[src/sbcp_pkg.sv]
// Shared constants, types and timing for the SBC pin and serial control block
package sbcp_pkg;

  // ----------------------------------------------------------------
  // Clock and timing
  // ----------------------------------------------------------------
  localparam int CLK_PERIOD_NS = 25;         // 40 MHz core clock
  localparam int SENSE_ON_US = 50;           // Cyclic-sense drive window
  localparam int SENSE_ON_CYC =
    (SENSE_ON_US * 1000 + CLK_PERIOD_NS - 1) / CLK_PERIOD_NS;
  localparam int CYC_PERIOD_MS = 10;         // Cyclic-sense repeat period
  localparam int CYC_PERIOD_CYC_DEF =
    CYC_PERIOD_MS * 1000000 / CLK_PERIOD_NS;
  localparam int WD_DEFAULT_MS = 150;        // Internal watchdog period
  localparam int WD_DEFAULT_CYC_DEF =
    WD_DEFAULT_MS * 1000000 / CLK_PERIOD_NS;

  // ----------------------------------------------------------------
  // Serial frame layout
  // ----------------------------------------------------------------
  localparam logic [3:0] FRAME_BITS = 4'h8;  // Only valid frame length
  localparam int CMD_MSB = 7;                // Command field
  localparam int CMD_LSB = 5;
  localparam logic [2:0] CMD_HS = 3'h1;      // High switch control
  localparam logic [2:0] CMD_LS = 3'h2;      // Low switch control
  localparam logic [2:0] CMD_MUX = 3'h3;     // Analog mux source
  localparam logic [2:0] CMD_GAIN = 3'h4;    // Current amp gain
  localparam logic [2:0] CMD_CYC = 3'h5;     // Cyclic-sense setup
  localparam logic [2:0] CMD_STAT = 3'h6;    // Status read and acknowledge

  // ----------------------------------------------------------------
  // Status byte layout: {events[2:0], wake, multipurpose inputs[3:0]}
  // ----------------------------------------------------------------
  localparam int ST_MP_LSB = 0;
  localparam int ST_WAKE = 4;
  localparam int ST_EVT_LSB = 5;
  localparam logic [3:0] FLAGS_RST = 4'h0;

  // ----------------------------------------------------------------
  // Watchdog configuration pin states from the pin comparator
  // ----------------------------------------------------------------
  localparam logic [1:0] WDP_GROUND = 2'h0;
  localparam logic [1:0] WDP_RESISTOR = 2'h1;
  localparam logic [1:0] WDP_OPEN = 2'h2;

  // ----------------------------------------------------------------
  // Types
  // ----------------------------------------------------------------
  typedef enum logic [2:0] {
    SBCP_MODE_RESET, SBCP_MODE_NORMAL_REQ, SBCP_MODE_NORMAL,
    SBCP_MODE_STOP, SBCP_MODE_SLEEP
  } sbcp_mode_e;

  typedef enum logic [2:0] {
    AMUX_BATT, AMUX_MP0, AMUX_MP1, AMUX_MP2, AMUX_MP3, AMUX_TEMP
  } sbcp_amux_e;
  localparam logic [2:0] AMUX_LAST = 3'h5;

  typedef struct packed {
    logic [1:0] hs_on;       // Static on, high switch b/a
    logic [1:0] hs_pwm;      // Follow pulse input, high switch b/a
    logic [1:0] ls_on;
    logic [1:0] ls_pwm;
    sbcp_amux_e amux;
    logic [1:0] gain;
    logic cyc_en;
    logic [1:0] cyc_hs;      // Which high switches power the sensing
  } sbcp_cfg_s;
  localparam sbcp_cfg_s CFG_RST = '0;

endpackage

[src/sbcp_pin_ctrl.sv]
// Serial port, LIN pin, switch steering, reset, interrupt and wake logic
// ------------------------------------------------------------------
// Overview of operation
// - Serial output changes on serial clock rise
// - Serial input sampled on serial clock fall
// - Serial output released while select high
// - Select rise ends frame, latches data
// - Valid frame holds exactly eight bits
// - Select rise in stop mode wakes
// - Receive output low dominant, high recessive
// - Transmit low drives dominant, floating recessive
// - LIN transmit/receive only in normal mode
// - Pulse input steers switches in normal modes
// - Reset pin two-way; release gives request
// - Interrupt for events in normal modes and stop wake
// - Interrupt held until status read
// - Watchdog off grounded, resistor sets period
// - Open pin uses internal 150 ms period
// - Inputs readable, wake in low power
// - Cyclic sense wakes on sample change
// - Plain input change wakes stop/sleep
// - Mux-selected input loses digital and wake
// - Host picks analog mux source
// - Host sets current amp gain
// - Stop wake: request mode, interrupt mostly
// ------------------------------------------------------------------
`timescale 1ns/1ps

module sbcp_pin_ctrl #(
  parameter int CYC_PERIOD_CYC = sbcp_pkg::CYC_PERIOD_CYC_DEF,
  parameter int WD_DEFAULT_CYC = sbcp_pkg::WD_DEFAULT_CYC_DEF
) (
  input wire logic CORE_CLK_I,
  input wire logic RESET_N_I,
  input wire sbcp_pkg::sbcp_mode_e MODE_I,
  input wire logic SPI_CLK_I,
  input wire logic SPI_CS_N_I,
  input wire logic SPI_MOSI_I,
  output logic SPI_MISO_O,
  output logic SPI_MISO_OE_O,
  input wire logic LIN_TX_I,
  input wire logic LIN_BUS_I,
  output logic LIN_RX_O,
  output logic LIN_DOMINANT_O,
  input wire logic PULSE_CONTROL_INPUT_I,
  output logic [1:0] HIGH_SWITCH_O,
  output logic [1:0] LOW_SWITCH_O,
  input wire logic RESET_COND_I,
  input wire logic RST_PIN_I,
  output logic RST_PIN_O,
  output logic RST_PIN_OE_O,
  output logic HOST_RESET_O,
  output logic NORMAL_REQ_O,
  input wire logic [2:0] EVENT_I,
  output logic IRQ_N_O,
  output logic WAKE_O,
  input wire logic [1:0] WD_PIN_STATE_I,
  output logic WD_ENABLE_O,
  output logic WD_EXT_RES_O,
  output logic [22:0] WD_PERIOD_CYC_O,
  input wire logic [3:0] MULTIPURPOSE_INPUT_I,
  output logic [3:0] MP_DIVIDER_O,
  output sbcp_pkg::sbcp_amux_e ANALOG_MUX_SEL_O,
  output logic [1:0] CURRENT_AMP_GAIN_O
);
  import sbcp_pkg::*;

  // ----------------------------------------------------------------
  // Helper functions
  // ----------------------------------------------------------------
  // Switch drive: static on, or pulse input where steering is allowed
  function automatic logic [1:0] drive(input logic [1:0] on,
                                       input logic [1:0] pwm_en,
                                       input logic pwm, input logic ok);
    drive = on | (pwm_en & {2{pwm & ok}});
  endfunction

  // One-hot of the multipurpose input that the mux is tapping
  function automatic logic [3:0] mux_tap(input sbcp_amux_e sel);
    mux_tap = {sel == AMUX_MP3, sel == AMUX_MP2, sel == AMUX_MP1,
               sel == AMUX_MP0};
  endfunction

  // ----------------------------------------------------------------
  // Input synchronisers (two flops, first read only by second)
  // ----------------------------------------------------------------
  logic [10:0] sync1;          // First stage of every pin except data and pulse
  logic [10:0] sync2;          // Safe copies
  logic sclk_d;                // Delayed clock for edge detect
  logic cs_d;                  // Delayed select for edge detect
  logic rst_d;                 // Delayed reset pin for edge detect

  // Pins other than data and pulse are packed so a single pair of flops covers them
  always_ff @(posedge CORE_CLK_I) begin
    if (!RESET_N_I) begin
      sync1 <= {2'h2, 4'h0, 1'b1, 1'b1, 1'b1, 1'b1, 1'b0};
      sync2 <= {2'h2, 4'h0, 1'b1, 1'b1, 1'b1, 1'b1, 1'b0};
    end else begin
      sync1 <= {WD_PIN_STATE_I, MULTIPURPOSE_INPUT_I, RST_PIN_I,
                LIN_BUS_I, LIN_TX_I, SPI_CS_N_I, SPI_CLK_I};
      sync2 <= sync1;
    end
  end

  wire sclk_s = sync2[0];
  wire cs_s = sync2[1];
  wire mosi_s;
  wire tx_s = sync2[2];
  wire bus_s = sync2[3];
  wire rstp_s = sync2[4];
  wire [3:0] mp_s = sync2[8:5];
  wire [1:0] wdp_s = sync2[10:9];

  // Data line gets its own pair; it only matters on clock falls
  logic mosi1;
  logic mosi2;
  always_ff @(posedge CORE_CLK_I) begin
    if (!RESET_N_I) begin
      mosi1 <= 1'b0;
      mosi2 <= 1'b0;
    end else begin
      mosi1 <= SPI_MOSI_I;
      mosi2 <= mosi1;
    end
  end
  assign mosi_s = mosi2;

  // Edge history
  always_ff @(posedge CORE_CLK_I) begin
    if (!RESET_N_I) begin
      sclk_d <= 1'b0;
      cs_d <= 1'b1;
      rst_d <= 1'b1;
    end else begin
      sclk_d <= sclk_s;
      cs_d <= cs_s;
      rst_d <= rstp_s;
    end
  end

  wire sclk_rise = sclk_s & ~sclk_d;
  wire sclk_fall = ~sclk_s & sclk_d;
  wire cs_fall = ~cs_s & cs_d;
  wire cs_rise = cs_s & ~cs_d;
  wire rst_rise = rstp_s & ~rst_d;

  // ----------------------------------------------------------------
  // Mode decode
  // ----------------------------------------------------------------
  wire mode_normal = (MODE_I == SBCP_MODE_NORMAL);
  wire mode_active = mode_normal | (MODE_I == SBCP_MODE_NORMAL_REQ);
  wire mode_stop = (MODE_I == SBCP_MODE_STOP);
  wire mode_low = mode_stop | (MODE_I == SBCP_MODE_SLEEP);

  // ----------------------------------------------------------------
  // Serial shifter
  // ----------------------------------------------------------------
  logic [7:0] rx_shift;        // Bits captured from the host
  logic [7:0] tx_shift;        // Status byte being returned
  logic [3:0] bit_cnt;         // Saturates above a legal frame
  logic [3:0] flags;           // {events[2:0], wake}
  sbcp_cfg_s cfg;              // Configuration written by the host

  wire [3:0] mp_tap = mux_tap(cfg.amux);
  wire [3:0] mp_digital = mp_s & ~mp_tap;
  wire [7:0] status_byte = {flags[3:1], flags[0], mp_digital};

  // Status is snapshotted at frame start and shifted MSB first
  always_ff @(posedge CORE_CLK_I) begin
    if (!RESET_N_I) begin
      rx_shift <= 8'h00;
      tx_shift <= 8'h00;
      bit_cnt <= 4'h0;
      SPI_MISO_O <= 1'b0;
    end else if (cs_fall) begin
      tx_shift <= status_byte;
      SPI_MISO_O <= status_byte[7];
      bit_cnt <= 4'h0;
    end else if (!cs_s) begin
      if (sclk_fall) begin
        rx_shift <= {rx_shift[6:0], mosi_s};
        if (bit_cnt != 4'hF) begin
          bit_cnt <= bit_cnt + 4'h1;
        end
      end
      if (sclk_rise && bit_cnt != 4'h0) begin
        tx_shift <= {tx_shift[6:0], 1'b0};
        SPI_MISO_O <= tx_shift[6];
      end
    end
  end

  // Output driver follows the synchronised select, so it lags by three
  always_ff @(posedge CORE_CLK_I) begin
    if (!RESET_N_I) begin
      SPI_MISO_OE_O <= 1'b0;
    end else begin
      SPI_MISO_OE_O <= ~cs_s;
    end
  end

  // ----------------------------------------------------------------
  // Frame commit at select rise
  // ----------------------------------------------------------------
  wire frame_ok = cs_rise && (bit_cnt == FRAME_BITS);
  wire [2:0] cmd = rx_shift[CMD_MSB:CMD_LSB];
  wire [4:0] arg = rx_shift[4:0];
  wire status_ack = frame_ok && (cmd == CMD_STAT);

  // A short or long frame leaves everything untouched
  always_ff @(posedge CORE_CLK_I) begin
    if (!RESET_N_I) begin
      cfg <= CFG_RST;
    end else if (frame_ok) begin
      if (cmd == CMD_HS) begin
        cfg.hs_on <= arg[1:0];
        cfg.hs_pwm <= arg[3:2];
      end else if (cmd == CMD_LS) begin
        cfg.ls_on <= arg[1:0];
        cfg.ls_pwm <= arg[3:2];
      end else if (cmd == CMD_MUX && arg[2:0] <= AMUX_LAST) begin
        cfg.amux <= sbcp_amux_e'(arg[2:0]);
      end else if (cmd == CMD_GAIN) begin
        cfg.gain <= arg[1:0];
      end else if (cmd == CMD_CYC) begin
        cfg.cyc_en <= arg[0];
        cfg.cyc_hs <= arg[2:1];
      end
    end
  end

  assign ANALOG_MUX_SEL_O = cfg.amux;
  assign CURRENT_AMP_GAIN_O = cfg.gain;
  assign MP_DIVIDER_O = mp_tap;

  // ----------------------------------------------------------------
  // Cyclic sensing
  // ----------------------------------------------------------------
  logic [22:0] cyc_cnt;        // Position inside the sense period
  logic [3:0] cyc_prev;        // Previous sampled input state
  logic cyc_valid;             // A first sample exists
  wire cyc_run = mode_low & cfg.cyc_en;
  wire sense_on = cyc_run && (cyc_cnt < 23'(SENSE_ON_CYC));
  wire sample_now = cyc_run && (cyc_cnt == 23'(SENSE_ON_CYC - 1));
  wire cyc_wake = sample_now && cyc_valid &&
                  |((mp_s ^ cyc_prev) & ~mp_tap);

  // Period counter restarts whenever sensing is not wanted
  always_ff @(posedge CORE_CLK_I) begin
    if (!RESET_N_I || !cyc_run) begin
      cyc_cnt <= 23'h00_0000;
      cyc_valid <= 1'b0;
      cyc_prev <= 4'h0;
    end else begin
      cyc_cnt <= (cyc_cnt == 23'(CYC_PERIOD_CYC - 1)) ? 23'h00_0000
                 : cyc_cnt + 23'h00_0001;
      if (sample_now) begin
        cyc_prev <= mp_s;
        cyc_valid <= 1'b1;
      end
    end
  end

  // ----------------------------------------------------------------
  // Switch and LIN drive
  // ----------------------------------------------------------------
  // Pulse pin pair; resets to the pulled-up level of the pin
  logic pwm1;
  logic pwm2;
  always_ff @(posedge CORE_CLK_I) begin
    if (!RESET_N_I) begin
      pwm1 <= 1'b1;
      pwm2 <= 1'b1;
    end else begin
      pwm1 <= PULSE_CONTROL_INPUT_I;
      pwm2 <= pwm1;
    end
  end

  // Pulse steering only counts in the two normal modes
  always_ff @(posedge CORE_CLK_I) begin
    if (!RESET_N_I) begin
      HIGH_SWITCH_O <= 2'h0;
      LOW_SWITCH_O <= 2'h0;
      LIN_RX_O <= 1'b1;
      LIN_DOMINANT_O <= 1'b0;
    end else begin
      HIGH_SWITCH_O <= drive(cfg.hs_on, cfg.hs_pwm, pwm2, mode_active)
                       | (cfg.cyc_hs & {2{sense_on}});
      LOW_SWITCH_O <= drive(cfg.ls_on, cfg.ls_pwm, pwm2, mode_active);
      LIN_RX_O <= mode_normal ? bus_s : 1'b1;
      LIN_DOMINANT_O <= mode_normal & ~tx_s;
    end
  end

  // ----------------------------------------------------------------
  // Reset pin, wake and interrupt
  // ----------------------------------------------------------------
  logic [3:0] mp_last;         // For plain change detection
  wire mp_change = mode_low && |((mp_s ^ mp_last) & ~mp_tap);
  logic [1:0] own_low;         // Our own pull-down still in the sync pair
  // Our own low takes two cycles to leave the sync flops after release;
  // without this mask it would be mistaken for a host reset
  wire host_rst = ~rstp_s & ~RESET_COND_I & ~RST_PIN_OE_O &
                  ~|own_low;
  wire wake_irq = mode_low & (mp_change | cyc_wake);
  wire wake_quiet = mode_stop & (cs_rise | (rst_d & ~rstp_s));
  wire [3:0] flag_set = {EVENT_I & {3{mode_active}},
                         wake_irq & mode_stop};
  wire [3:0] next_flags = (flags & ~{4{status_ack}}) | flag_set;

  // Set beats the acknowledge in the same cycle
  always_ff @(posedge CORE_CLK_I) begin
    if (!RESET_N_I) begin
      flags <= FLAGS_RST;
      mp_last <= 4'h0;
      own_low <= 2'h0;
      WAKE_O <= 1'b0;
      NORMAL_REQ_O <= 1'b0;
      HOST_RESET_O <= 1'b0;
      RST_PIN_OE_O <= 1'b0;
      IRQ_N_O <= 1'b1;
    end else begin
      flags <= next_flags;
      mp_last <= mp_s;
      own_low <= {own_low[0], RST_PIN_OE_O};
      WAKE_O <= wake_irq | wake_quiet;
      NORMAL_REQ_O <= rst_rise | (mode_stop & (wake_irq | wake_quiet));
      HOST_RESET_O <= host_rst;
      RST_PIN_OE_O <= RESET_COND_I;
      IRQ_N_O <= ~|next_flags;
    end
  end
  assign RST_PIN_O = 1'b0;                    // Open drain pull-down

  // ----------------------------------------------------------------
  // Watchdog configuration pin
  // ----------------------------------------------------------------
  always_ff @(posedge CORE_CLK_I) begin
    if (!RESET_N_I) begin
      WD_ENABLE_O <= 1'b0;
      WD_EXT_RES_O <= 1'b0;
      WD_PERIOD_CYC_O <= 23'h00_0000;
    end else begin
      WD_ENABLE_O <= (wdp_s != WDP_GROUND);
      WD_EXT_RES_O <= (wdp_s == WDP_RESISTOR);
      WD_PERIOD_CYC_O <= (wdp_s == WDP_OPEN) ? 23'(WD_DEFAULT_CYC)
                         : 23'h00_0000;
    end
  end
endmodule

[config.mk]
export PLATFORM = sky130hd
export DESIGN_NAME = sbcp_pin_ctrl
export DESIGN_NICKNAME = d
export VERILOG_FILES = /design/src/sbcp_pkg.sv /design/src/sbcp_pin_ctrl.sv
export SDC_FILE = /design/constraint.sdc
export NUM_CORES = 1
export LEC_CHECK = 0
export BUFFER_PORTS_ARGS = -buffer_cell sky130_fd_sc_hd__buf_2
export CORE_MARGIN = 5
export CORE_UTILIZATION = 35
export CTS_CLUSTER_DIAMETER = 50
export DETAILED_ROUTE_END_ITERATION = 10
export MAX_ROUTING_LAYER = met4
export PLACE_DENSITY = 0.53
export SYNTH_ARGS = -nofsm -noshare
export SYNTH_HDL_FRONTEND = slang
export SYNTH_SLANG_ARGS = --single-unit
[constraint.sdc]
create_clock -name CORE_CLK_I -period 2.1 [get_ports CORE_CLK_I]
set_clock_uncertainty 0.15 [all_clocks]
set_input_delay 0.315 -clock CORE_CLK_I [delete_from_list [all_inputs] [get_ports CORE_CLK_I]]
set_output_delay 0.315 -clock CORE_CLK_I [all_outputs]
set_load 0.02 [all_outputs]
==> results.cfg <==
[global_route]
antenna_found_initial = 0
grt_pass1_wl_um = 16900
gr-total-overflow = 0
grt_max_degree = 37
first_global_vias = 3462
grtUsageTotal_pct = 13.9

[worst_setup_path]
cp.arrival_ns = 2.15
crit_path_start_kind = flop
rrSetupSlack_ns = 0.11
crit_type = flop to flop
end_kind = flop
ff2ff_path_depth = 7
worstPathRequired_ns = 2.26
r2r_start = bit_cnt[0]
r2r-end = IRQ_N_O
cp_max_fo = 4

[synth]
async_flop_share_pct = 0
yosys.area.top_type = dfxtp_1
synth-seq-cells = 118
synth_edf_count = 0
syn_area_um2 = 4730
ys_seq_area_share_pct = 50.0
ys.flop_type = dfxtp_1
syn_inst = 501
synthTopCellsByArea = dfxtp_1 50%, nor2_1 5.6%, mux2i_1 5.5%
netlist.area_leader.share_pct = 50.0
syn-mean-instance-area_um2 = 9.43
synth_cell_types = 56
ys_warn_count = 0

[pwr]
p_per_area_nw_per_um2 = 899
power.leakage_nw = 2.58
vdd_ir_drop_max_mv = 0.651

[finish]
area_growth_pct = 28.9
utilization_pct = 46.0
final_nets = 619
layout_common_cells = 116 x dfxtp_1, 70 x nor2_1, 55 x buf_2
fin_cells = 783
final_area_um2 = 6090
layout_commonest_cell = dfxtp_1
antenna_cells = 0
num-fill-cells = 1305
drive_gt1_share_pct = 24.9

[die]
die-area_um2 = 15900
die_h_um = 126
die_w_um = 126
fp.coreArea_um2 = 13200
num_io_pins = 70
fp-row-count = 42
initial_core_util_pct = 35.7

[placed_design]
placedInstanceArea_um2 = 5290
place_inst = 737
hpwl_um = 7180
port-buffer-count = 55
place_congestion = 0.840

[drt]
wl_per_cell_um = 13.1
num_vias = 3572
ant_nets = 0
drc_errors = 0
wl_um = 10300
drt_iter0_drc = 189
via_per_inst = 4.56
dr.pass1.iters = 4

[hold_path]
hold_end = LIN_RX_O
worstHoldStart = MODE_I[2]
hold_depth = 3
holdCritPathClass = input pin to flop

[timing]
max_freq_mhz = 502
hold_violations = 0
grt_setup_unrepaired = yes
setup_viol = 0
fin_crit_sh_pct = 94.9
slew_headroom_pct = 63.8
worst_slew_pin_slew_ns = 0.535
period_minus_slack_ns = 1.99
setup_tns_ns = 0
hold_ws_ns = 0.0272
finalMaxSlewViolations = 0

[clock_network]
clock_path_buffers = 2
cts_tree = yes
clk_latency_ns = 0.41
cts_sinks = 118
clk_pin_slew_ns = 0.05
cts_root_buf = clkbuf_16
post-cts-setup-buffers = 0
cts-htree-levels = 4
numCtsBuffers = 17

[flow_run]
maxCapViolations = 0

[outcome]
status = finished, final reports clean
-- power breakdown --
group | leakage, nW | internal, W | total (W) | switching [W]
registers | 0.961 | 0.00229 | 0.00231 | 0.0000238
clock network | 0.295 | 0.00192 | 0.00292 | 0.00101
logic | 1.33 | 0.000102 | 0.000243 | 0.000141
total | 2.58 | 0.00431 | 0.00548 | 0.00117
-- critical path, stage by stage, from the launching register on --
cell	delay (ns)
dfxtp_2	0.33
inv_2	0.07
ha_2	0.17
and4bb_2	0.25
nand4b_1	0.26
a22oi_1	0.25
nor2_1	0.08
a2111oi_2	0.33
-- flip-flops by register name (all words and copies together), names as in the netlist, 3 cells and up --
register	flops
ANALOG_MUX_SEL_O	3
cfg	11
mp_last	4
bit_cnt	4
tx_shift	7
flags	4
cyc_cnt	23
sync2	11
rx_shift	8
sync1	11
cyc_prev	4
-- layout make-up --
type                    instances  area (µm²)  share of cell area [%]
clock buffers                  19         453                    7.43
clock inverters                13         155                    2.55
inverters                      12        45.0                   0.739
multi-input cells             337        2130                    35.0
flip-flops and latches        118        2360                    38.8
well taps                     176         220                    3.61
repair buffers                108         721                    11.8
-- metal layers --
| layer | global-route usage [%] | part of all wire, % |
|---|---|---|
| met4 | 6.25 | 1.7 |
| met1 | 17.9 | 48 |
| met5 | - | 0 |
| met3 | 4.19 | 5.3 |
| met2 | 20.0 | 45 |
-- cells by family after synthesis --
logic type               share of synthesized area, %
XOR/XNOR                                         5.75
adder cells (fa/ha/maj)                         0.794
AO/OA/AOI/OAI                                    6.78
multiplexers                                     5.75
AND/OR/NAND/NOR                                  23.7
flip-flops                                       50.0
other                                          0.0794
buffers and inverters                            7.12
-- cell usage after synthesis, drive strengths merged, types with 3 or more instances --
| cell | number |
|---|---|
| nor4 | 6 |
| mux2i | 26 |
| or4 | 4 |
| and2 | 27 |
| nor3 | 6 |
| nor3b | 4 |
| ha | 3 |
| clkbuf | 16 |
| nand2 | 39 |
| and3 | 5 |
| dfxtp | 118 |
| nand4 | 4 |
| a22oi | 4 |
| buf | 31 |
| inv | 11 |
| a211oi | 5 |
| o22ai | 4 |
| nand3 | 17 |
| xnor2 | 17 |
| nor2 | 70 |
| xor2 | 14 |
| nand2b | 16 |
| a21oi | 17 |
-- per-stage QoR --
stage | worst slack [ns] | power (W)
after global routing | -0.0381 | 0.00569
after floorplan | 0.0939 | 0.00254
after global placement | -0.00615 | 0.00258
after CTS | -0.00963 | 0.00556
after detailed placement | -0.0794 | 0.00258
final | 0.107 | 0.00548
-- worst max-delay path by stage --
stage | slack [ns] | cells after the start | end | startpoint
2_1_floorplan | 0.09 | 6 | IRQ_N_O | ANALOG_MUX_SEL_O[1]
3_3_place_gp | -0.006 | 6 | IRQ_N_O | MODE_I[0]
3_5_place_dp | -0.08 | 6 | IRQ_N_O | MODE_I[1]
4_1_cts | -0.01 | 7 | IRQ_N_O | bit_cnt[0]
5_1_grt | -0.04 | 7 | IRQ_N_O | bit_cnt[0]
6_report | 0.11 | 7 | IRQ_N_O | bit_cnt[0]
-- repair_timing --
| action | in CTS | in global routing |
|---|---|---|
| resized for setup | 2 | 12 |
| endpoints found under the setup margin | 3 | 19 |
| pin swaps | 0 | 5 |
| hold endpoints to repair | 15 | 0 |
| hold buffers | 14 | 0 |
(Power assumes the default switching activity.)
